===== config.mk =====
export PLATFORM = sky130hd
export DESIGN_NAME = amd_decoder
export DESIGN_NICKNAME = d
export VERILOG_FILES = /design/src/rtl/amd_pkg.sv /design/src/rtl/amd_decoder.sv /design/src/rtl/amd_por_regs.sv
export SDC_FILE = /design/constraint.sdc
export NUM_CORES = 1
export LEC_CHECK = 0
export BUFFER_PORTS_ARGS = -buffer_cell sky130_fd_sc_hd__buf_4
export CAP_MARGIN = 5
export CORE_UTILIZATION = 42
export CTS_CLUSTER_DIAMETER = 80
export DETAILED_ROUTE_END_ITERATION = 6
export PLACE_DENSITY_LB_ADDON = 0.15
export SLEW_MARGIN = 20
export SYNTH_ARGS = -nofsm -noshare
export SYNTH_HDL_FRONTEND = slang
export SYNTH_SLANG_ARGS = --single-unit

===== constraint.sdc =====
create_clock -name mclk -period 2.35 [get_ports mclk]
set_input_delay 0.3525 -clock mclk [delete_from_list [all_inputs] [get_ports mclk]]
set_output_delay 0.3525 -clock mclk [all_outputs]
set_load 0.05 [all_outputs]

===== src/rtl/amd_pkg.sv =====
package amd_pkg;

  // ---------------------------------------------------------------------------
  // Address space
  // ---------------------------------------------------------------------------
  localparam int          ADDR_W          = 24;
  localparam int          OFS_W           = 16;
  localparam logic [7:0]  BANK_LOW        = 8'h00;
  localparam logic [7:0]  BANK_ROM        = 8'hff;
  localparam logic [23:0] IO_END          = 24'h000100;
  localparam logic [23:0] RAM_END_SMALL   = 24'h000900;
  localparam logic [23:0] RAM_END_LARGE   = 24'h001900;
  localparam logic [23:0] MIRROR_LO       = 24'h004000;
  localparam logic [23:0] ROM_START_64K   = 24'hff0000;
  localparam logic [23:0] ROM_START_128K  = 24'hfe0000;
  localparam logic [23:0] ROM_START_256K  = 24'hfc0000;

  // ---------------------------------------------------------------------------
  // Variant and mode codes
  // ---------------------------------------------------------------------------
  localparam logic [1:0]  VAR_ROM64       = 2'h0;
  localparam logic [1:0]  VAR_ROM128      = 2'h1;
  localparam logic [1:0]  VAR_EVAL        = 2'h2;

  localparam logic [1:0]  MODE_SINGLE     = 2'h0;
  localparam logic [1:0]  MODE_INT_EXT    = 2'h1;
  localparam logic [1:0]  MODE_EXT_EXT    = 2'h2;

  localparam logic [2:0]  TGT_NONE        = 3'h0;
  localparam logic [2:0]  TGT_IO          = 3'h1;
  localparam logic [2:0]  TGT_RAM         = 3'h2;
  localparam logic [2:0]  TGT_ROM         = 3'h3;
  localparam logic [2:0]  TGT_EXT         = 3'h4;

  // ---------------------------------------------------------------------------
  // Power-on state
  // ---------------------------------------------------------------------------
  localparam logic [7:0]  POR_REG_INIT    = 8'h00;

  typedef enum logic [2:0] {
    AMD_ST_POR_WAIT = 3'b001,
    AMD_ST_RESET    = 3'b010,
    AMD_ST_RUN      = 3'b100
  } amd_state_t;

endpackage


===== src/rtl/amd_decoder.sv =====
`timescale 1ns/1ps
module amd_decoder
  import amd_pkg::*;
(
  input  wire logic              mclk,         // System clock, 40 MHz.
  input  wire logic              rst,          // Synchronous reset, active high.
  input  wire logic              por,          // Power-on reset, active high.
  input  wire logic              por_wait,     // Step-down stabilisation wait.
  input  wire logic              ext_rst_n,    // External reset pin level, low active.
  input  wire logic [1:0]        variant,      // Variant code.
  input  wire logic [1:0]        mode,         // Memory access mode.
  input  wire logic              mirror_en,    // Mirror function enable.
  input  wire logic              req,          // Core access request.
  input  wire logic [ADDR_W-1:0] addr,         // Core address.
  input  wire logic              cfg_wr,       // Write to power-on-only register.
  input  wire logic [7:0]        cfg_wdata,    // Its data.
  output logic                   hit_q,        // Decoded result valid.
  output logic      [2:0]        target_q,     // Selected target.
  output logic      [ADDR_W-1:0] phys_addr_q,  // Address after mirroring.
  output logic      [ADDR_W-1:0] ext_addr_q,   // External address bus.
  output logic                   ext_en_q,     // External bus cycle.
  output logic                   mirrored_q,   // Access was redirected.
  output logic                   port01_oe_q,  // Port 0/1 output enable.
  output logic      [7:0]        por_reg_q     // Power-on-only register.
);

  // ---------------------------------------------------------------------------
  // Helpers
  // ---------------------------------------------------------------------------
  // Region limits follow the variant pins; the evaluation part has the larger
  // RAM and the widest ROM.
  function automatic logic [ADDR_W-1:0] ram_end(input logic [1:0] v);
    ram_end = (v == VAR_EVAL) ? RAM_END_LARGE : RAM_END_SMALL;
  endfunction

  function automatic logic [ADDR_W-1:0] rom_start(input logic [1:0] v);
    if (v == VAR_EVAL) begin
      rom_start = ROM_START_256K;
    end else if (v == VAR_ROM128) begin
      rom_start = ROM_START_128K;
    end else begin
      rom_start = ROM_START_64K;
    end
  endfunction

  // The mirror only ever looks at bank 00, so the bank test and the lower
  // bound together describe the whole window up to the top of the bank.
  function automatic logic in_window(input logic [ADDR_W-1:0] a);
    in_window = (a[ADDR_W-1:OFS_W] == BANK_LOW) && (a >= MIRROR_LO);
  endfunction

  // Ordinary decode when no redirect applies. Mirror-range addresses that
  // reach here fall to the external bus, or to nothing in single-chip mode.
  function automatic logic [2:0] plain_target(input logic [ADDR_W-1:0] a,
                                              input logic [1:0]        v,
                                              input logic [1:0]        m);
    if (a < IO_END) begin
      plain_target = TGT_IO;
    end else if (a < ram_end(v)) begin
      plain_target = TGT_RAM;
    end else if ((m != MODE_EXT_EXT) && (a >= rom_start(v))) begin
      plain_target = TGT_ROM;
    end else if (m != MODE_SINGLE) begin
      plain_target = TGT_EXT;
    end else begin
      plain_target = TGT_NONE;
    end
  endfunction

  // ---------------------------------------------------------------------------
  // Reset sequencing
  // ---------------------------------------------------------------------------
  amd_state_t st_q, st_d;

  // A power-on event or an open stabilisation wait overrides every other
  // transition, so no request can slip through from the second cycle of the wait on.
  always_comb begin
    st_d = st_q;
    case (st_q)
      AMD_ST_POR_WAIT: begin
        if (!por_wait) begin
          st_d = AMD_ST_RESET;
        end
      end
      AMD_ST_RESET: begin
        if (!rst) begin
          st_d = AMD_ST_RUN;
        end
      end
      AMD_ST_RUN: begin
        st_d = AMD_ST_RUN;
      end
      default: begin
        st_d = AMD_ST_POR_WAIT;
      end
    endcase
    if (por || por_wait) begin
      st_d = AMD_ST_POR_WAIT;
    end else if (rst) begin
      st_d = AMD_ST_RESET;
    end
  end

  always_ff @(posedge mclk) begin
    st_q <= st_d;
  end

  // ---------------------------------------------------------------------------
  // Address decode
  // ---------------------------------------------------------------------------
  logic              hit_d;
  logic [2:0]        target_d;
  logic [ADDR_W-1:0] phys_d;
  logic              ext_en_d;
  logic              mirrored_d;
  logic              rom_int;
  logic              in_mirror;
  logic              clr;

  // A request is only taken in the run state; anything earlier is dropped
  // rather than queued, so the core must wait out the reset sequence.
  always_comb begin
    clr        = rst || por;
    rom_int    = (mode != MODE_EXT_EXT);
    in_mirror  = in_window(addr);
    hit_d      = 1'b0;
    target_d   = TGT_NONE;
    phys_d     = addr;
    ext_en_d   = 1'b0;
    mirrored_d = 1'b0;
    if (!clr && st_q == AMD_ST_RUN && req) begin
      hit_d = 1'b1;
      if (in_mirror && rom_int && mirror_en) begin
        phys_d     = {BANK_ROM, addr[OFS_W-1:0]};
        target_d   = TGT_ROM;
        mirrored_d = 1'b1;
      end else begin
        target_d = plain_target(addr, variant, mode);
      end
      ext_en_d = (target_d == TGT_EXT);
    end
    if (clr) begin
      phys_d = '0;
    end
  end

  // Every decode output is a flop, so the far side sees clean levels for
  // exactly one cycle per accepted request.
  always_ff @(posedge mclk) begin
    hit_q       <= hit_d;
    target_q    <= target_d;
    phys_addr_q <= phys_d;
    ext_en_q    <= ext_en_d;
    mirrored_q  <= mirrored_d;
  end

  // ---------------------------------------------------------------------------
  // External address bus
  // ---------------------------------------------------------------------------
  // The bus keeps its last address between external cycles, so a slow device
  // sees no glitch; the price is one more register of full address width.
  logic [ADDR_W-1:0] ext_addr_d;

  always_comb begin
    ext_addr_d = ext_addr_q;
    if (rst || por) begin
      ext_addr_d = '0;
    end else if (ext_en_d) begin
      ext_addr_d = addr;
    end
  end

  always_ff @(posedge mclk) begin
    ext_addr_q <= ext_addr_d;
  end

  // ---------------------------------------------------------------------------
  // Port 0/1 drive
  // ---------------------------------------------------------------------------
  logic port01_oe_d;

  // The raw wait input is looked at as well as the state, so the output enable follows
  // ext_rst_n (pins float while it is low) from the first clock edge of the wait, not one cycle later.
  always_comb begin
    if (rst || por) begin
      port01_oe_d = 1'b0;
    end else if (por_wait || st_q == AMD_ST_POR_WAIT) begin
      port01_oe_d = ext_rst_n;
    end else begin
      port01_oe_d = (mode != MODE_SINGLE);
    end
  end

  always_ff @(posedge mclk) begin
    port01_oe_q <= port01_oe_d;
  end

  // ---------------------------------------------------------------------------
  // Power-on-only storage
  // ---------------------------------------------------------------------------
  // These bits survive an ordinary reset on purpose; only a fresh power-up
  // brings them back to their initial value.
  amd_por_regs u_por_regs (
    .mclk    (mclk),
    .por     (por),
    .wr_en   (cfg_wr),
    .wr_data (cfg_wdata),
    .reg_q   (por_reg_q)
  );

endmodule


===== src/rtl/amd_por_regs.sv =====
`timescale 1ns/1ps
// Registers cleared only by power-on; other resets leave them alone.
module amd_por_regs
  import amd_pkg::*;
(
  input  wire logic       mclk,        // System clock.
  input  wire logic       por,         // Power-on reset, active high.
  input  wire logic       wr_en,       // Write strobe.
  input  wire logic [7:0] wr_data,     // Write data.
  output logic      [7:0] reg_q        // Held contents.
);

  logic [7:0] reg_d;

  always_comb begin
    reg_d = reg_q;
    if (por) begin
      reg_d = POR_REG_INIT;
    end else if (wr_en) begin
      reg_d = wr_data;
    end
  end

  always_ff @(posedge mclk) begin
    reg_q <= reg_d;
  end

endmodule


Yosys cells after proc, flatten, opt, wreduce, memory -nomap -nowiden. Cells that the tools add are included.

Word-level logic and storage cells: 59. Input port bits: 44. Flip-flop bits (word level): 66.

$lt $le $gt $ge: 4. Mux-type cells: 22. Reductions and logical operators: 14. Equal/unequal tests: 9.

Operators with widths (count): $mux 24 (6); $ge 24x15->1 const B (1); $ge 24x24->1 (1); $lt 24x13->1 (1); $lt 24x9->1 const B (1); $mux 3 (7); $mux 18 (1); $mux 17 (1); $mux 13 (1); $logic_not 8->1 (1); $eq 3x3->1 const B (2); $logic_and 1x1->1 (6); $pmux 3 s2 (1); $mux 1 (4); $ne 2x2->1 const B (2); $reduce_or 2->1 (2); $eq 3x1->1 const B (1); $eq 3x2->1 const B (1); $logic_or 1x1->1 (3); $ne 3x3->1 const B (1); $eq 2x1->1 const B (1); $eq 2x2->1 const B (1); $mux 2 (1); $reduce_bool 2->1 (1); $logic_not 1->1 (1).

Longest topological paths before layout. Gate-level depths: netlist of run 1.

Word-level depth: 16. Gate-level depth with buffers: 9. Gate-level depth less buffers: 8.

Hierarchy. A second synthesis of run 1 with hierarchy kept.

Cells, all modules: 244. Area, all modules: 2394.8 µm².

Modules (own cells, without submodules): amd_decoder (sequential area each 1161.1 µm², area each 2109.5 µm², cells each 218, times used 1); amd_por_regs (sequential area each 160.2 µm², area each 285.3 µm², cells each 26, times used 1).

Worst setup path before layout of run 1. OpenSTA, ideal clock, no wires.

Kind: in2reg. From: input port variant[0]. To: register ext_addr_q[10]. Arrival: 2394 ps. Slack: -115 ps. Setup time: 72 ps. Stages on the path: 8. Data required time: 2278 ps. Buffers on the path: 1. Cells stage by stage: inv_1 ha_1 ha_1 and4_1 a221o_1 a2111oi_4 buf_6 mux2i_1.

Word-level cells in the longest chain between the ends: 16.

RTL lines: from (decl) (RTL line amd_decoder.sv:10) `input wire logic [1:0] variant,`; $eq 2x1->1 (RTL line amd_decoder.sv:39) `end else if (v == VAR_ROM128) begin`; $mux 17 (RTL line amd_decoder.sv:39); $mux 18 (RTL line amd_decoder.sv:37) `if (v == VAR_EVAL) begin`; $mux 24 (RTL line amd_decoder.sv:59) `end else if (a < ram_end(v)) begin`; $mux 24 (RTL line amd_decoder.sv:57) `if (a < IO_END) begin`; $mux 24 (RTL line amd_decoder.sv:133) `if (in_mirror && rom_int && mirror_en) begin`; $mux 24 (RTL line amd_decoder.sv:131) `if (!clr && st_q == AMD_ST_RUN && req) begin`; $ge 24x24->1 (RTL line amd_decoder.sv:61) `end else if ((m != MODE_EXT_EXT) && (a >= rom_start(v))) begin`; $logic_and 1x1->1 (RTL line amd_decoder.sv:61); $mux 3 (RTL line amd_decoder.sv:61); $mux 3 * (RTL line amd_decoder.sv:59); $mux 3 * (RTL line amd_decoder.sv:57); $mux 3 * (RTL line amd_decoder.sv:133); $mux 3 * (RTL line amd_decoder.sv:131); $eq 3x3->1 * (RTL line amd_decoder.sv:140) `ext_en_d = (target_d == TGT_EXT);`; $mux 1 * (RTL line amd_decoder.sv:131); to (signal assigned) (RTL line amd_decoder.sv:174) `ext_addr_q <= ext_addr_d;`; to (decl) (RTL line amd_decoder.sv:20) `output logic [ADDR_W-1:0] ext_addr_q,`.

Mark *: on every way between the ends. The rest lies on a longest branch, timed or not. The select of a mux whose other input is x is not followed. A chain may end at the register's enable or synchronous reset.

Worst setup path in the final report of run 1.
From: input port variant[0]. To: register ext_addr_q[12].

Same word-level chain as after synthesis.

==> results of run 1 <==
==> cell type report <==
type	instances	area [µm²]	share of cell area, %
clock buffers	14	153	4.32
clock inverters	2	60.1	1.70
flip-flops and latches	66	1320	37.4
repair buffers	113	861	24.3
well taps	72	90.1	2.55
multi-input cells	145	966	27.3
inverters	21	86.3	2.44
==> kinds of logic (layout without fill, tap and decap cells) <==
family,count (synthesis),in the layout
AOI/OAI and AO/OA,16,16
xor gates and xnor gates,1,1
and+or+nand+nor,92,92
buffers and inverters,30,150
adders and majority gates,4,4
muxes,32,32
DFF,66,66
==> how the worst max path moves through the flow <==
| stage | startpoint | endpoint | depth (start not counted) |
|---|---|---|---|
| final | variant[0] | ext_addr_q[12] | 9 |
| after global routing | variant[0] | ext_addr_q[0] | 9 |
| after CTS | variant[0] | ext_addr_q[12] | 9 |
| after detailed placement | variant[0] | ext_addr_q[12] | 9 |
| after global placement | variant[0] | ext_addr_q[22] | 9 |
| after floorplan | variant[0] | ext_addr_q[10] | 8 |
==> layer usage <==
layer / up-vias / routed length (µm) / track usage, %
met1: 895 / 2320 / 23.8
met4: 0 / 84 / 9.62
met3: 9 / 405 / 5.83
met5: - / 0 / 0
met2: 83 / 2390 / 27.7
li1: 1031 / - / -
==> power by group through the flow <==
stage	clock network, mW	logic [mW]	registers, mW
floorplan	0	0.0744	1.27
global placement	0	0.295	1.18
detailed placement	0	0.298	1.18
CTS	1.04	0.298	1.16
global route	1.10	0.318	1.16
finish	1.01	0.295	1.16
==> sequential cells by signal, summed over array words and instances (netlist names) <==
| register | flops |
|---|---|
| ext_addr_q | 24 |
| ext_en_q | 1 |
| hit_q | 1 |
| mirrored_q | 1 |
| phys_addr_q | 24 |
| port01_oe_q | 1 |
| st_q | 3 |
| target_q | 3 |
| u_por_regs.reg_q | 8 |
==> cell usage after synthesis (all sizes together) <==
master / number / share of area, %
or2: 1 / 0.37
nor3: 1 / 0.21
o21a: 2 / 0.63
nand2b: 1 / 0.26
or4: 2 / 0.63
xnor2: 1 / 0.37
clkbuf: 7 / 1.1
a221o: 1 / 0.42
dfxtp: 66 / 55
nand3: 2 / 0.42
mux2i: 32 / 13
nand4: 1 / 0.26
nand2: 59 / 9.3
a311oi: 1 / 0.37
and3: 1 / 0.32
nor2: 15 / 2.4
a21bo: 1 / 0.68
o21ai: 3 / 0.63
nor4: 5 / 1.9
buf: 2 / 0.95
or3: 2 / 0.53
inv: 21 / 3.3
a21oi: 3 / 0.63
a21boi: 1 / 0.32
ha: 4 / 2.1
a2111oi: 3 / 1.9
and4: 1 / 0.37
and2: 1 / 0.32
o211a: 1 / 0.42
==> cells in the final DEF (no fill, tap or decap), types with 2 or more instances in the layout <==
cell type	instances
sky130_fd_sc_hd__buf_4	112
sky130_fd_sc_hd__dfxtp_1	66
sky130_fd_sc_hd__nand2_1	59
sky130_fd_sc_hd__mux2i_1	32
sky130_fd_sc_hd__inv_1	20
sky130_fd_sc_hd__nor2_1	14
sky130_fd_sc_hd__clkbuf_8	10
sky130_fd_sc_hd__nor4_1	4
sky130_fd_sc_hd__clkbuf_1	4
sky130_fd_sc_hd__a21oi_1	3
sky130_fd_sc_hd__o21ai_0	3
sky130_fd_sc_hd__or3_1	2
sky130_fd_sc_hd__or4_1	2
sky130_fd_sc_hd__o21a_1	2
sky130_fd_sc_hd__a2111oi_0	2
sky130_fd_sc_hd__nand3_1	2
sky130_fd_sc_hd__ha_1	2
sky130_fd_sc_hd__ha_4	2
sky130_fd_sc_hd__bufinv_16	2
==> critical path, cell delays in order <==
cell,delay (ns)
sky130_fd_sc_hd__buf_4,0.12
sky130_fd_sc_hd__inv_8,0.03
sky130_fd_sc_hd__ha_4,0.14
sky130_fd_sc_hd__ha_1,0.28
sky130_fd_sc_hd__and4_1,0.18
sky130_fd_sc_hd__a221o_1,0.35
sky130_fd_sc_hd__a2111oi_4,0.38
sky130_fd_sc_hd__buf_4,0.31
sky130_fd_sc_hd__mux2i_1,0.22
==> metrics.txt, run 1 <==
# TYPE chip_impl_metric gauge
chip_impl_info{name="run_status",value="finished, final reports clean"} 1
chip_impl_metric{name="dpl-instance-area",unit="µm²"} 3320
chip_impl_metric{name="routed_wirelength",unit="µm"} 5200
chip_impl_metric{name="synth_simple_gate_area_share",unit="%"} 17.3
chip_impl_metric{name="first_global_vias",unit=""} 1836
chip_impl_metric{name="iter_0_drt_violations",unit=""} 71
chip_impl_info{name="worst_setup_path_end_kind",value="flop"} 1
chip_impl_metric{name="sequential_element_share_of_the_synthesized_area",unit="%"} 55.5
chip_impl_metric{name="power.sequential.fraction",unit="%"} 46.9
chip_impl_metric{name="synth_fp_nets",unit=""} 289
chip_impl_metric{name="power_switching_share",unit="%"} 23.2
chip_impl_metric{name="finalSetupViolations",unit=""} 0
chip_impl_metric{name="fin_ws",unit="ns"} 0.238
chip_impl_metric{name="yosys_warnings",unit=""} 0
chip_impl_metric{name="critical_path_arrival",unit="ns"} 2.37
chip_impl_metric{name="post_route_cells_drive_above_1_share",unit="%"} 37.4
chip_impl_metric{name="postLayoutCellArea",unit="µm²"} 3540
chip_impl_metric{name="post-route-drc-count",unit=""} 0
chip_impl_metric{name="post-cts-setup-buffers",unit=""} 0
chip_impl_metric{name="cts.sink_count",unit=""} 66
chip_impl_metric{name="routed_wire_length_per_instance",unit="µm"} 12.0
chip_impl_metric{name="initial_util",unit="%"} 43.5
chip_impl_metric{name="hold_violations",unit=""} 0
chip_impl_metric{name="min_delay_path_depth",unit=""} 2
chip_impl_metric{name="dieWidth",unit="µm"} 77.3
chip_impl_metric{name="final_nets",unit=""} 404
chip_impl_metric{name="comb_power_share",unit="%"} 12.0
chip_impl_metric{name="synth_mux_area_share",unit="%"} 13.4
chip_impl_metric{name="worst-r2r-setup-slack",unit="ns"} 0.40
chip_impl_info{name="r2r-end",value="ext_addr_q[12]"} 1
chip_impl_info{name="tritoncts",value="built"} 1
chip_impl_metric{name="final_period_minus_worst_setup_slack",unit="ns"} 2.11
chip_impl_metric{name="synthXorXnorAreaFrac",unit="%"} 0.368
chip_impl_metric{name="finalWeightedCongestion",unit=""} 0.765
chip_impl_metric{name="grt_antenna_before_repair",unit=""} 0
chip_impl_metric{name="core_area",unit="µm²"} 5470
chip_impl_metric{name="io_buffer_count",unit=""} 106
chip_impl_metric{name="internal_pwr_total",unit="mW"} 1.89
chip_impl_metric{name="total_leakage_power",unit="nW"} 1.71
chip_impl_info{name="timing_worst_setup_path_type",value="in -> reg"} 1
chip_impl_metric{name="synth_compound_area_share",unit="%"} 5.99
chip_impl_metric{name="postRouteAntennaNets",unit=""} 0
chip_impl_info{name="cts.root.buffer_cell",value="sky130_fd_sc_hd__clkbuf_8"} 1
chip_impl_metric{name="layout.filler_cells",unit=""} 485
chip_impl_metric{name="worst-endpoint-required",unit="ns"} 2.61
chip_impl_metric{name="timing.critical_path.fanout_max",unit=""} 14
chip_impl_metric{name="grtUsageTotal",unit="%"} 18.5
chip_impl_metric{name="hold_ws",unit="ns"} 0.211
chip_impl_info{name="holdPathEnd",value="st_q[1]"} 1
chip_impl_metric{name="grt_pass1_wl",unit="µm"} 8560
chip_impl_metric{name="depth_of_the_worst_register_to_register_path",unit=""} 6
chip_impl_info{name="timing.critical_path.from_type",value="input port"} 1
chip_impl_metric{name="cts_buf_count",unit=""} 9
chip_impl_metric{name="cts_htree_levels",unit=""} 3
chip_impl_metric{name="yosys_register_bits",unit=""} 66
chip_impl_info{name="regToRegStartpoint",value="st_q[0]"} 1
chip_impl_metric{name="switching_power",unit="µW"} 573
chip_impl_metric{name="max_freq",unit="GHz"} 0.474
chip_impl_metric{name="layout.cells.non_filler",unit=""} 433
chip_impl_metric{name="fin_total_pwr",unit="mW"} 2.47
chip_impl_info{name="min_from",value="por_wait"} 1
chip_impl_metric{name="syn-cell-area",unit="µm²"} 2380
chip_impl_info{name="dominant_combinational_cell_family_by_area_after_synthesis",value="simple AND/OR/NAND/NOR gates"} 1
chip_impl_metric{name="num_antenna_cells",unit=""} 0
chip_impl_metric{name="overflow_left_after_global_routing",unit=""} 0
chip_impl_metric{name="area_delta_synth_final",unit="%"} 48.5
chip_impl_metric{name="number_of_different_library_cells_in_the_post_synthesis_netlist",unit=""} 31
chip_impl_metric{name="timing.max_cap.violations",unit=""} 0
chip_impl_metric{name="final_max_slew_viol_count",unit=""} 0
chip_impl_metric{name="clk_latency",unit="ns"} 0.33
chip_impl_info{name="rsz0062_at_grt",value="no"} 1
chip_impl_metric{name="worstMarginPinSlew",unit="ns"} 0.524
chip_impl_metric{name="placedCellCount",unit=""} 417
chip_impl_metric{name="detailroute.via_count",unit=""} 2018
chip_impl_metric{name="fin_skew",unit="ns"} 0.00512
chip_impl_metric{name="chipHeight",unit="µm"} 77.3
chip_impl_metric{name="synthesis.instances",unit=""} 241
chip_impl_metric{name="vias_per_cell",unit=""} 4.66
chip_impl_info{name="hold_path_class",value="in -> reg"} 1
chip_impl_metric{name="i_o_pin_count",unit=""} 107
chip_impl_metric{name="final_min_period_over_clock_period",unit="%"} 89.9
chip_impl_metric{name="final.setup.tns",unit="ns"} 0
chip_impl_metric{name="dpl.hpwl",unit="µm"} 3980
chip_impl_metric{name="cts.hold.buffers_added",unit=""} 0
chip_impl_metric{name="clock_power_share",unit="%"} 41.1
chip_impl_metric{name="power_density",unit="nW/µm²"} 697
chip_impl_metric{name="max_slew_margin",unit="%"} 65.0
chip_impl_metric{name="post-route-util",unit="%"} 64.6
chip_impl_metric{name="drt_pre_antenna_iters",unit=""} 4
chip_impl_metric{name="yosys.area_share.adder",unit="%"} 2.10
chip_impl_metric{name="clk_path_buf_depth",unit=""} 2
chip_impl_metric{name="cts_resized",unit=""} 0
chip_impl_metric{name="syn_avg_cell_area",unit="µm²"} 9.89
chip_impl_metric{name="clkTransAtPathRegs",unit="ns"} 0.07
chip_impl_metric{name="die_footprint",unit="µm²"} 5980
chip_impl_metric{name="power.ir.vdd_worst",unit="mV"} 0.365
chip_impl_metric{name="pin_count_of_the_biggest_net_entering_global_routing",unit=""} 27
chip_impl_metric{name="dp_slack",unit="ns"} -0.115
chip_impl_metric{name="placement_rows",unit=""} 27
Note: power is estimated with default switching activity, not from simulation.
==> run 2: changes to the inputs <==
- SYNTH_HIERARCHICAL: not set -> 1
==> metrics.txt, run 2 <==
# TYPE chip_impl_metric gauge
chip_impl_metric{name="chipHeight",unit="µm"} 77.5
chip_impl_metric{name="dpl.hpwl",unit="µm"} 3890
chip_impl_metric{name="timing.critical_path.fanout_max",unit=""} 20
chip_impl_metric{name="fin_skew",unit="ns"} 0.00559
chip_impl_metric{name="critical_path_arrival",unit="ns"} 2.32
chip_impl_metric{name="routed_wirelength",unit="µm"} 5220
chip_impl_metric{name="routed_wire_length_per_instance",unit="µm"} 12.1
chip_impl_metric{name="vias_per_cell",unit=""} 4.59
chip_impl_metric{name="fin_ws",unit="ns"} 0.292
chip_impl_metric{name="synth_compound_area_share",unit="%"} 6.32
chip_impl_metric{name="worstMarginPinSlew",unit="ns"} 0.503
chip_impl_metric{name="clk_latency",unit="ns"} 0.33
chip_impl_info{name="mostFrequentLayoutCell",value="sky130_fd_sc_hd__buf_4"} 1
chip_impl_metric{name="detailroute.via_count",unit=""} 1982
chip_impl_metric{name="i_o_pin_count",unit=""} 107
chip_impl_metric{name="postLayoutCellArea",unit="µm²"} 3460
chip_impl_metric{name="worst-r2r-setup-slack",unit="ns"} 0.37
chip_impl_metric{name="fin_total_pwr",unit="mW"} 2.35
chip_impl_metric{name="hold_violations",unit=""} 0
chip_impl_info{name="dominant_combinational_cell_family_by_area_after_synthesis",value="simple AND/OR/NAND/NOR gates"} 1
chip_impl_metric{name="clkTransAtPathRegs",unit="ns"} 0.07
chip_impl_metric{name="post-route-drc-count",unit=""} 2
chip_impl_metric{name="drt_pre_antenna_iters",unit=""} 6
chip_impl_metric{name="synthesis.instances",unit=""} 244
chip_impl_metric{name="synth_simple_gate_area_share",unit="%"} 16.7
chip_impl_metric{name="grtUsageTotal",unit="%"} 18.3
chip_impl_metric{name="cts_htree_levels",unit=""} 3
chip_impl_metric{name="post-route-util",unit="%"} 62.8
chip_impl_info{name="timing.critical_path.from_type",value="input port"} 1
chip_impl_info{name="run_status",value="finished with violations"} 1
chip_impl_metric{name="synth_edf_count",unit=""} 0
chip_impl_metric{name="synth_async_sr_flop_share",unit="%"} 0
chip_impl_metric{name="syn-cell-area",unit="µm²"} 2390
chip_impl_metric{name="yosys.area_share.adder",unit="%"} 2.09
chip_impl_metric{name="pin_count_of_the_biggest_net_entering_global_routing",unit=""} 49
chip_impl_metric{name="core_area",unit="µm²"} 5510
chip_impl_info{name="tritoncts",value="built"} 1
chip_impl_metric{name="hold_ws",unit="ns"} 0.203
chip_impl_metric{name="placement_rows",unit=""} 27
chip_impl_metric{name="io_buffer_count",unit=""} 106
chip_impl_metric{name="initial_util",unit="%"} 43.5
chip_impl_metric{name="synth_fp_nets",unit=""} 292
chip_impl_metric{name="timing.max_cap.violations",unit=""} 0
chip_impl_metric{name="iter_0_drt_violations",unit=""} 76
chip_impl_metric{name="synth_mux_area_share",unit="%"} 13.4
chip_impl_metric{name="final_nets",unit=""} 404
chip_impl_metric{name="power.ir.vdd_worst",unit="mV"} 0.400
chip_impl_metric{name="total_leakage_power",unit="nW"} 1.67
chip_impl_metric{name="syn_avg_cell_area",unit="µm²"} 9.81
chip_impl_info{name="cts.root.buffer_cell",value="sky130_fd_sc_hd__clkbuf_8"} 1
chip_impl_info{name="synth.most_common_cell",value="sky130_fd_sc_hd__dfxtp_1"} 1
chip_impl_info{name="min_from",value="por_wait"} 1
chip_impl_info{name="synth.largest_area_cell",value="sky130_fd_sc_hd__dfxtp_1"} 1
chip_impl_info{name="worst_setup_path_end_kind",value="flop"} 1
chip_impl_info{name="synthTopCellsByArea",value="sky130_fd_sc_hd__dfxtp_1, sky130_fd_sc_hd__mux2i_1, sky130_fd_sc_hd__nand2_1"} 1
chip_impl_metric{name="post_route_cells_drive_above_1_share",unit="%"} 35.8
chip_impl_metric{name="max_freq",unit="GHz"} 0.486
chip_impl_info{name="synth_top_flop_cell",value="sky130_fd_sc_hd__dfxtp_1"} 1
chip_impl_metric{name="sequential_element_share_of_the_synthesized_area",unit="%"} 55.2
chip_impl_metric{name="cts_buf_count",unit=""} 9
chip_impl_metric{name="area_delta_synth_final",unit="%"} 44.5
chip_impl_info{name="holdPathEnd",value="st_q[2]"} 1
chip_impl_metric{name="min_delay_path_depth",unit=""} 2
chip_impl_metric{name="dieWidth",unit="µm"} 77.5
chip_impl_metric{name="cts_resized",unit=""} 0
chip_impl_info{name="timing.critical_path.cells",value="buf_4, inv_1, ha_1, inv_1, ha_1, a311o_1, a31oi_2, a211oi_4, buf_12, mux2i_1"} 1
chip_impl_metric{name="synthXorXnorAreaFrac",unit="%"} 0.731
chip_impl_metric{name="cts.hold.buffers_added",unit=""} 0
chip_impl_metric{name="num_antenna_cells",unit=""} 0
chip_impl_info{name="timing_worst_setup_path_type",value="in -> reg"} 1
chip_impl_metric{name="grt_antenna_before_repair",unit=""} 0
chip_impl_info{name="synth.cells.most_frequent",value="sky130_fd_sc_hd__dfxtp_1, sky130_fd_sc_hd__nand2_1, sky130_fd_sc_hd__mux2i_1"} 1
chip_impl_info{name="regToRegStartpoint",value="st_q[2]"} 1
chip_impl_metric{name="die_footprint",unit="µm²"} 6010
chip_impl_metric{name="power_density",unit="nW/µm²"} 679
chip_impl_metric{name="max_slew_margin",unit="%"} 66.3
chip_impl_info{name="r2r-end",value="ext_addr_q[16]"} 1
chip_impl_metric{name="yosys_warnings",unit=""} 6
chip_impl_metric{name="final_period_minus_worst_setup_slack",unit="ns"} 2.06
chip_impl_info{name="hold_path_class",value="in -> reg"} 1
chip_impl_metric{name="dpl-instance-area",unit="µm²"} 3270
chip_impl_info{name="top_regs",value="ext_addr_q (24), phys_addr_q (24), u_por_regs/reg_q (8)"} 1
chip_impl_metric{name="final_max_slew_viol_count",unit=""} 0
chip_impl_metric{name="number_of_different_library_cells_in_the_post_synthesis_netlist",unit=""} 32
chip_impl_metric{name="yosys_register_bits",unit=""} 66
chip_impl_metric{name="overflow_left_after_global_routing",unit=""} 0
chip_impl_metric{name="yosysTopAreaCellShare",unit="%"} 55.2
chip_impl_metric{name="cts.sink_count",unit=""} 66
chip_impl_metric{name="finalWeightedCongestion",unit=""} 0.773
chip_impl_info{name="layout.cells.most_common_list",value="sky130_fd_sc_hd__buf_4, sky130_fd_sc_hd__dfxtp_1, sky130_fd_sc_hd__nand2_1"} 1
chip_impl_metric{name="worst-endpoint-required",unit="ns"} 2.61
chip_impl_metric{name="critPathMaxStageDelay",unit="ns"} 0.44
chip_impl_info{name="rsz0062_at_grt",value="no"} 1
chip_impl_metric{name="first_global_vias",unit=""} 1839
chip_impl_metric{name="postRouteAntennaNets",unit=""} 0
chip_impl_metric{name="dp_slack",unit="ns"} -0.0594
chip_impl_metric{name="grt_pass1_wl",unit="µm"} 8420
chip_impl_metric{name="clk_path_buf_depth",unit=""} 2
chip_impl_metric{name="depth_of_the_worst_register_to_register_path",unit=""} 6
chip_impl_info{name="critPathSlowestCell",value="sky130_fd_sc_hd__a211oi_4"} 1
chip_impl_metric{name="post-cts-setup-buffers",unit=""} 0
chip_impl_metric{name="finalSetupViolations",unit=""} 0
chip_impl_info{name="violations_in_the_final_reports",value="design-rule violations"} 1
chip_impl_metric{name="final_min_period_over_clock_period",unit="%"} 87.6
==> run 2: through the flow <==
stage	std cells	TNS [ns]
floorplan	244	0
global placement	417	0
detailed placement	417	-0.601
CTS	432	0
global route	432	0
finish	432	0
==> run 2: report_power, final <==
group	internal [mW]	switching (mW)	leakage [nW]
clock network	0.510	0.392	0.0962
logic	0.113	0.176	1.04
registers	1.15	0.0122	0.538
total	1.77	0.580	1.67
==> run 2: layer usage <==
| layer | GRT usage, % | wire length (µm) | vias to the layer above |
|---|---|---|---|
| met3 | 7.06 | 511 | 11 |
| met1 | 22.7 | 2380 | 872 |
| met5 | 0 | 0 | - |
| met2 | 26.2 | 2200 | 77 |
| li1 | - | - | 1022 |
| met4 | 11.9 | 123 | 0 |
==> run 2: kinds of logic (layout without fill, tap and decap cells) <==
logic type / count (synthesis) / count (layout)
and+or+nand+nor: 90 / 90
DFF: 66 / 66
muxes: 32 / 32
buffers and inverters: 30 / 146
AOI/OAI and AO/OA: 20 / 20
adders and majority gates: 4 / 4
xor gates and xnor gates: 2 / 2
==> run 2: final cells by class <==
type                            count  area, µm²
Clock buffer                       12        145
Fill cell                         484       2050
Multi-Input combinational cell    148        946
Tap cell                           72       90.1
Sequential cell                    66       1320
Inverter                           21       78.8
Clock inverter                      3       40.0
Timing Repair Buffer              110        838
==> run 2: how the worst max path moves through the flow <==
stage	slack, ns	to	start
2_1_floorplan	0.30	ext_addr_q[0]	variant[0]
3_3_place_gp	0.05	ext_addr_q[22]	variant[0]
3_5_place_dp	-0.06	ext_addr_q[16]	variant[0]
4_1_cts	0.30	ext_addr_q[16]	variant[0]
5_1_grt	0.14	ext_addr_q[14]	variant[0]
6_report	0.29	ext_addr_q[16]	variant[0]
==> run 2: critical path: cells and delay by family <==
kind | cells | cell delay [ns]
AO/OA/AOI/OAI | 3 | 0.80
adder cells (fa/ha/maj) | 2 | 0.46
buffers and inverters | 4 | 0.47
multiplexers | 1 | 0.21
==> run 3: changes to the inputs <==
- RECOVER_POWER: not set -> 50
==> metrics.txt, run 3 (same netlist as run 2, synthesis figures left out) <==
# TYPE chip_impl_metric gauge
chip_impl_metric{name="timing.max_cap.violations",unit=""} 0
chip_impl_metric{name="routed_wire_length_per_instance",unit="µm"} 12.2
chip_impl_info{name="regToRegStartpoint",value="st_q[2]"} 1
chip_impl_metric{name="fin_ws",unit="ns"} 0.294
chip_impl_metric{name="post-route-drc-count",unit=""} 0
chip_impl_info{name="r2r-end",value="ext_addr_q[16]"} 1
chip_impl_metric{name="initial_util",unit="%"} 43.5
chip_impl_metric{name="detailroute.via_count",unit=""} 1998
chip_impl_metric{name="power.ir.vdd_worst",unit="mV"} 0.394
chip_impl_metric{name="max_slew_margin",unit="%"} 40.7
chip_impl_metric{name="cts_htree_levels",unit=""} 3
chip_impl_metric{name="chipHeight",unit="µm"} 77.5
chip_impl_metric{name="worstMarginPinSlew",unit="ns"} 0.890
chip_impl_metric{name="clkTransAtPathRegs",unit="ns"} 0.07
chip_impl_metric{name="critical_path_arrival",unit="ns"} 2.31
chip_impl_metric{name="timing.critical_path.fanout_max",unit=""} 20
chip_impl_info{name="critical_path.endpoint",value="ext_addr_q[16]"} 1
chip_impl_metric{name="dp_slack",unit="ns"} -0.0594
chip_impl_metric{name="cts_resized",unit=""} 0
chip_impl_metric{name="clk_path_buf_depth",unit=""} 2
chip_impl_metric{name="fin_skew",unit="ns"} 0.00546
chip_impl_info{name="mostFrequentLayoutCell",value="sky130_fd_sc_hd__buf_4"} 1
chip_impl_metric{name="pin_count_of_the_biggest_net_entering_global_routing",unit=""} 49
chip_impl_metric{name="area_delta_synth_final",unit="%"} 38.6
chip_impl_info{name="layout.cells.most_common_list",value="sky130_fd_sc_hd__buf_4, sky130_fd_sc_hd__dfxtp_1, sky130_fd_sc_hd__nand2_1"} 1
chip_impl_info{name="timing_worst_setup_path_type",value="in -> reg"} 1
chip_impl_metric{name="first_global_vias",unit=""} 1839
chip_impl_metric{name="grtUsageTotal",unit="%"} 18.3
chip_impl_metric{name="fin_total_pwr",unit="mW"} 2.33
chip_impl_metric{name="final_max_slew_viol_count",unit=""} 0
chip_impl_metric{name="post_route_cells_drive_above_1_share",unit="%"} 25.6
chip_impl_metric{name="dieWidth",unit="µm"} 77.5
chip_impl_info{name="cts.root.buffer_cell",value="sky130_fd_sc_hd__clkbuf_8"} 1
chip_impl_metric{name="clk_latency",unit="ns"} 0.33
chip_impl_metric{name="final_nets",unit=""} 404
chip_impl_metric{name="final_min_period_over_clock_period",unit="%"} 87.5
chip_impl_info{name="run_status",value="finished, final reports clean"} 1
chip_impl_info{name="worst_setup_path_end_kind",value="flop"} 1
chip_impl_metric{name="hold_violations",unit=""} 0
chip_impl_metric{name="total_leakage_power",unit="nW"} 1.52
chip_impl_metric{name="placement_rows",unit=""} 27
chip_impl_metric{name="final.setup.tns",unit="ns"} 0
chip_impl_metric{name="overflow_left_after_global_routing",unit=""} 0
chip_impl_metric{name="cts.hold.buffers_added",unit=""} 0
chip_impl_metric{name="postRouteAntennaNets",unit=""} 0
chip_impl_metric{name="post-cts-setup-buffers",unit=""} 0
chip_impl_metric{name="layout.filler_cells",unit=""} 509
chip_impl_info{name="top_regs",value="ext_addr_q (24), phys_addr_q (24), u_por_regs/reg_q (8)"} 1
chip_impl_metric{name="multi_input_combinational_cell_area",unit="µm²"} 946
chip_impl_metric{name="max_freq",unit="GHz"} 0.486
chip_impl_metric{name="die_footprint",unit="µm²"} 6010
chip_impl_metric{name="grt_antenna_before_repair",unit=""} 0
chip_impl_metric{name="cts.sink_count",unit=""} 66
chip_impl_info{name="hold_path_class",value="in -> reg"} 1
chip_impl_metric{name="depth_of_the_worst_register_to_register_path",unit=""} 6
chip_impl_metric{name="core_area",unit="µm²"} 5510
chip_impl_metric{name="num_antenna_cells",unit=""} 0
chip_impl_metric{name="worst-r2r-setup-slack",unit="ns"} 0.38
chip_impl_metric{name="power_density",unit="nW/µm²"} 702
chip_impl_metric{name="seq_area",unit="µm²"} 1320
chip_impl_metric{name="io_buffer_count",unit=""} 106
chip_impl_metric{name="routed_wirelength",unit="µm"} 5250
chip_impl_metric{name="cts_buf_count",unit=""} 9
chip_impl_metric{name="final_period_minus_worst_setup_slack",unit="ns"} 2.06
chip_impl_info{name="tritoncts",value="built"} 1
chip_impl_info{name="rsz0062_at_grt",value="no"} 1
chip_impl_metric{name="i_o_pin_count",unit=""} 107
chip_impl_metric{name="finalSetupViolations",unit=""} 0
chip_impl_metric{name="worst-endpoint-required",unit="ns"} 2.61
chip_impl_metric{name="vias_per_cell",unit=""} 4.63
chip_impl_metric{name="iter_0_drt_violations",unit=""} 71
chip_impl_metric{name="grt_pass1_wl",unit="µm"} 8420
chip_impl_metric{name="drt_pre_antenna_iters",unit=""} 6
chip_impl_metric{name="finalWeightedCongestion",unit=""} 0.773
chip_impl_info{name="crit_path_start",value="variant[0]"} 1
chip_impl_metric{name="dpl.hpwl",unit="µm"} 3890
chip_impl_info{name="timing.critical_path.from_type",value="input port"} 1
## run 3: changes by cell type in the layout (fill, tap and decap cells not counted), sizes merged
cell	change
buf	-38
clkbuf	+38
## run 3: layer usage
metal  vias to the layer above  share of wire, %  track usage, %
met4                         0               2.2            11.9
met2                        84                42            26.2
met3                        10                11            7.06
met1                       881                45            22.7
li1                       1023                 -               -
met5                         -                 0               0
## run 3: area by class of cell
type / instances / area share, %
clock inverters: 3 / 1.21
well taps: 72 / 2.71
multi-input cells: 148 / 28.5
repair buffers: 110 / 21.0
inverters: 21 / 2.38
flip-flops and latches: 66 / 39.8
clock buffers: 12 / 4.37
## run 3: power breakdown
group          internal (mW)  leakage (nW)  switching (mW)  total, mW
logic                 0.0951         0.883           0.176      0.271
clock network          0.510        0.0962           0.389      0.900
registers               1.15         0.538          0.0118       1.16
## run 3: how the worst min path moves through the flow
stage                              start        endpoint  slack, ns  cells after the start
after floorplan                 por_wait         st_q[2]       0.43                      1
after global placement     ext_addr_q[5]   ext_addr_q[5]       0.44                      2
after detailed placement  ext_addr_q[13]  ext_addr_q[13]       0.45                      2
after CTS                       por_wait         st_q[2]       0.18                      2
after global routing            por_wait         st_q[2]       0.20                      2
final                           por_wait         st_q[2]       0.21                      2
## run 3: worst max-delay path: stages
cell	delay (ns)
sky130_fd_sc_hd__buf_4	0.11
sky130_fd_sc_hd__inv_1	0.04
sky130_fd_sc_hd__ha_1	0.19
sky130_fd_sc_hd__inv_1	0.06
sky130_fd_sc_hd__ha_1	0.27
sky130_fd_sc_hd__a311o_1	0.22
sky130_fd_sc_hd__a31oi_2	0.14
sky130_fd_sc_hd__a211oi_4	0.44
sky130_fd_sc_hd__buf_12	0.26
sky130_fd_sc_hd__mux2i_1	0.21
## run 3: per-stage QoR
| step | cells | instance area (µm²) | utilization [%] | hold slack (ns) |
|---|---|---|---|---|
| 4_1_cts | 432 | 3460 | 62.8 | 0.180 |
| 3_5_place_dp | 417 | 3270 | 59.5 | 0.450 |
| 6_report | 432 | 3320 | 60.3 | 0.210 |
| 2_1_floorplan | 244 | 2390 | - | 0.429 |
| 3_3_place_gp | 417 | 3270 | 59.5 | 0.442 |
| 5_1_grt | 432 | 3320 | 60.3 | 0.199 |
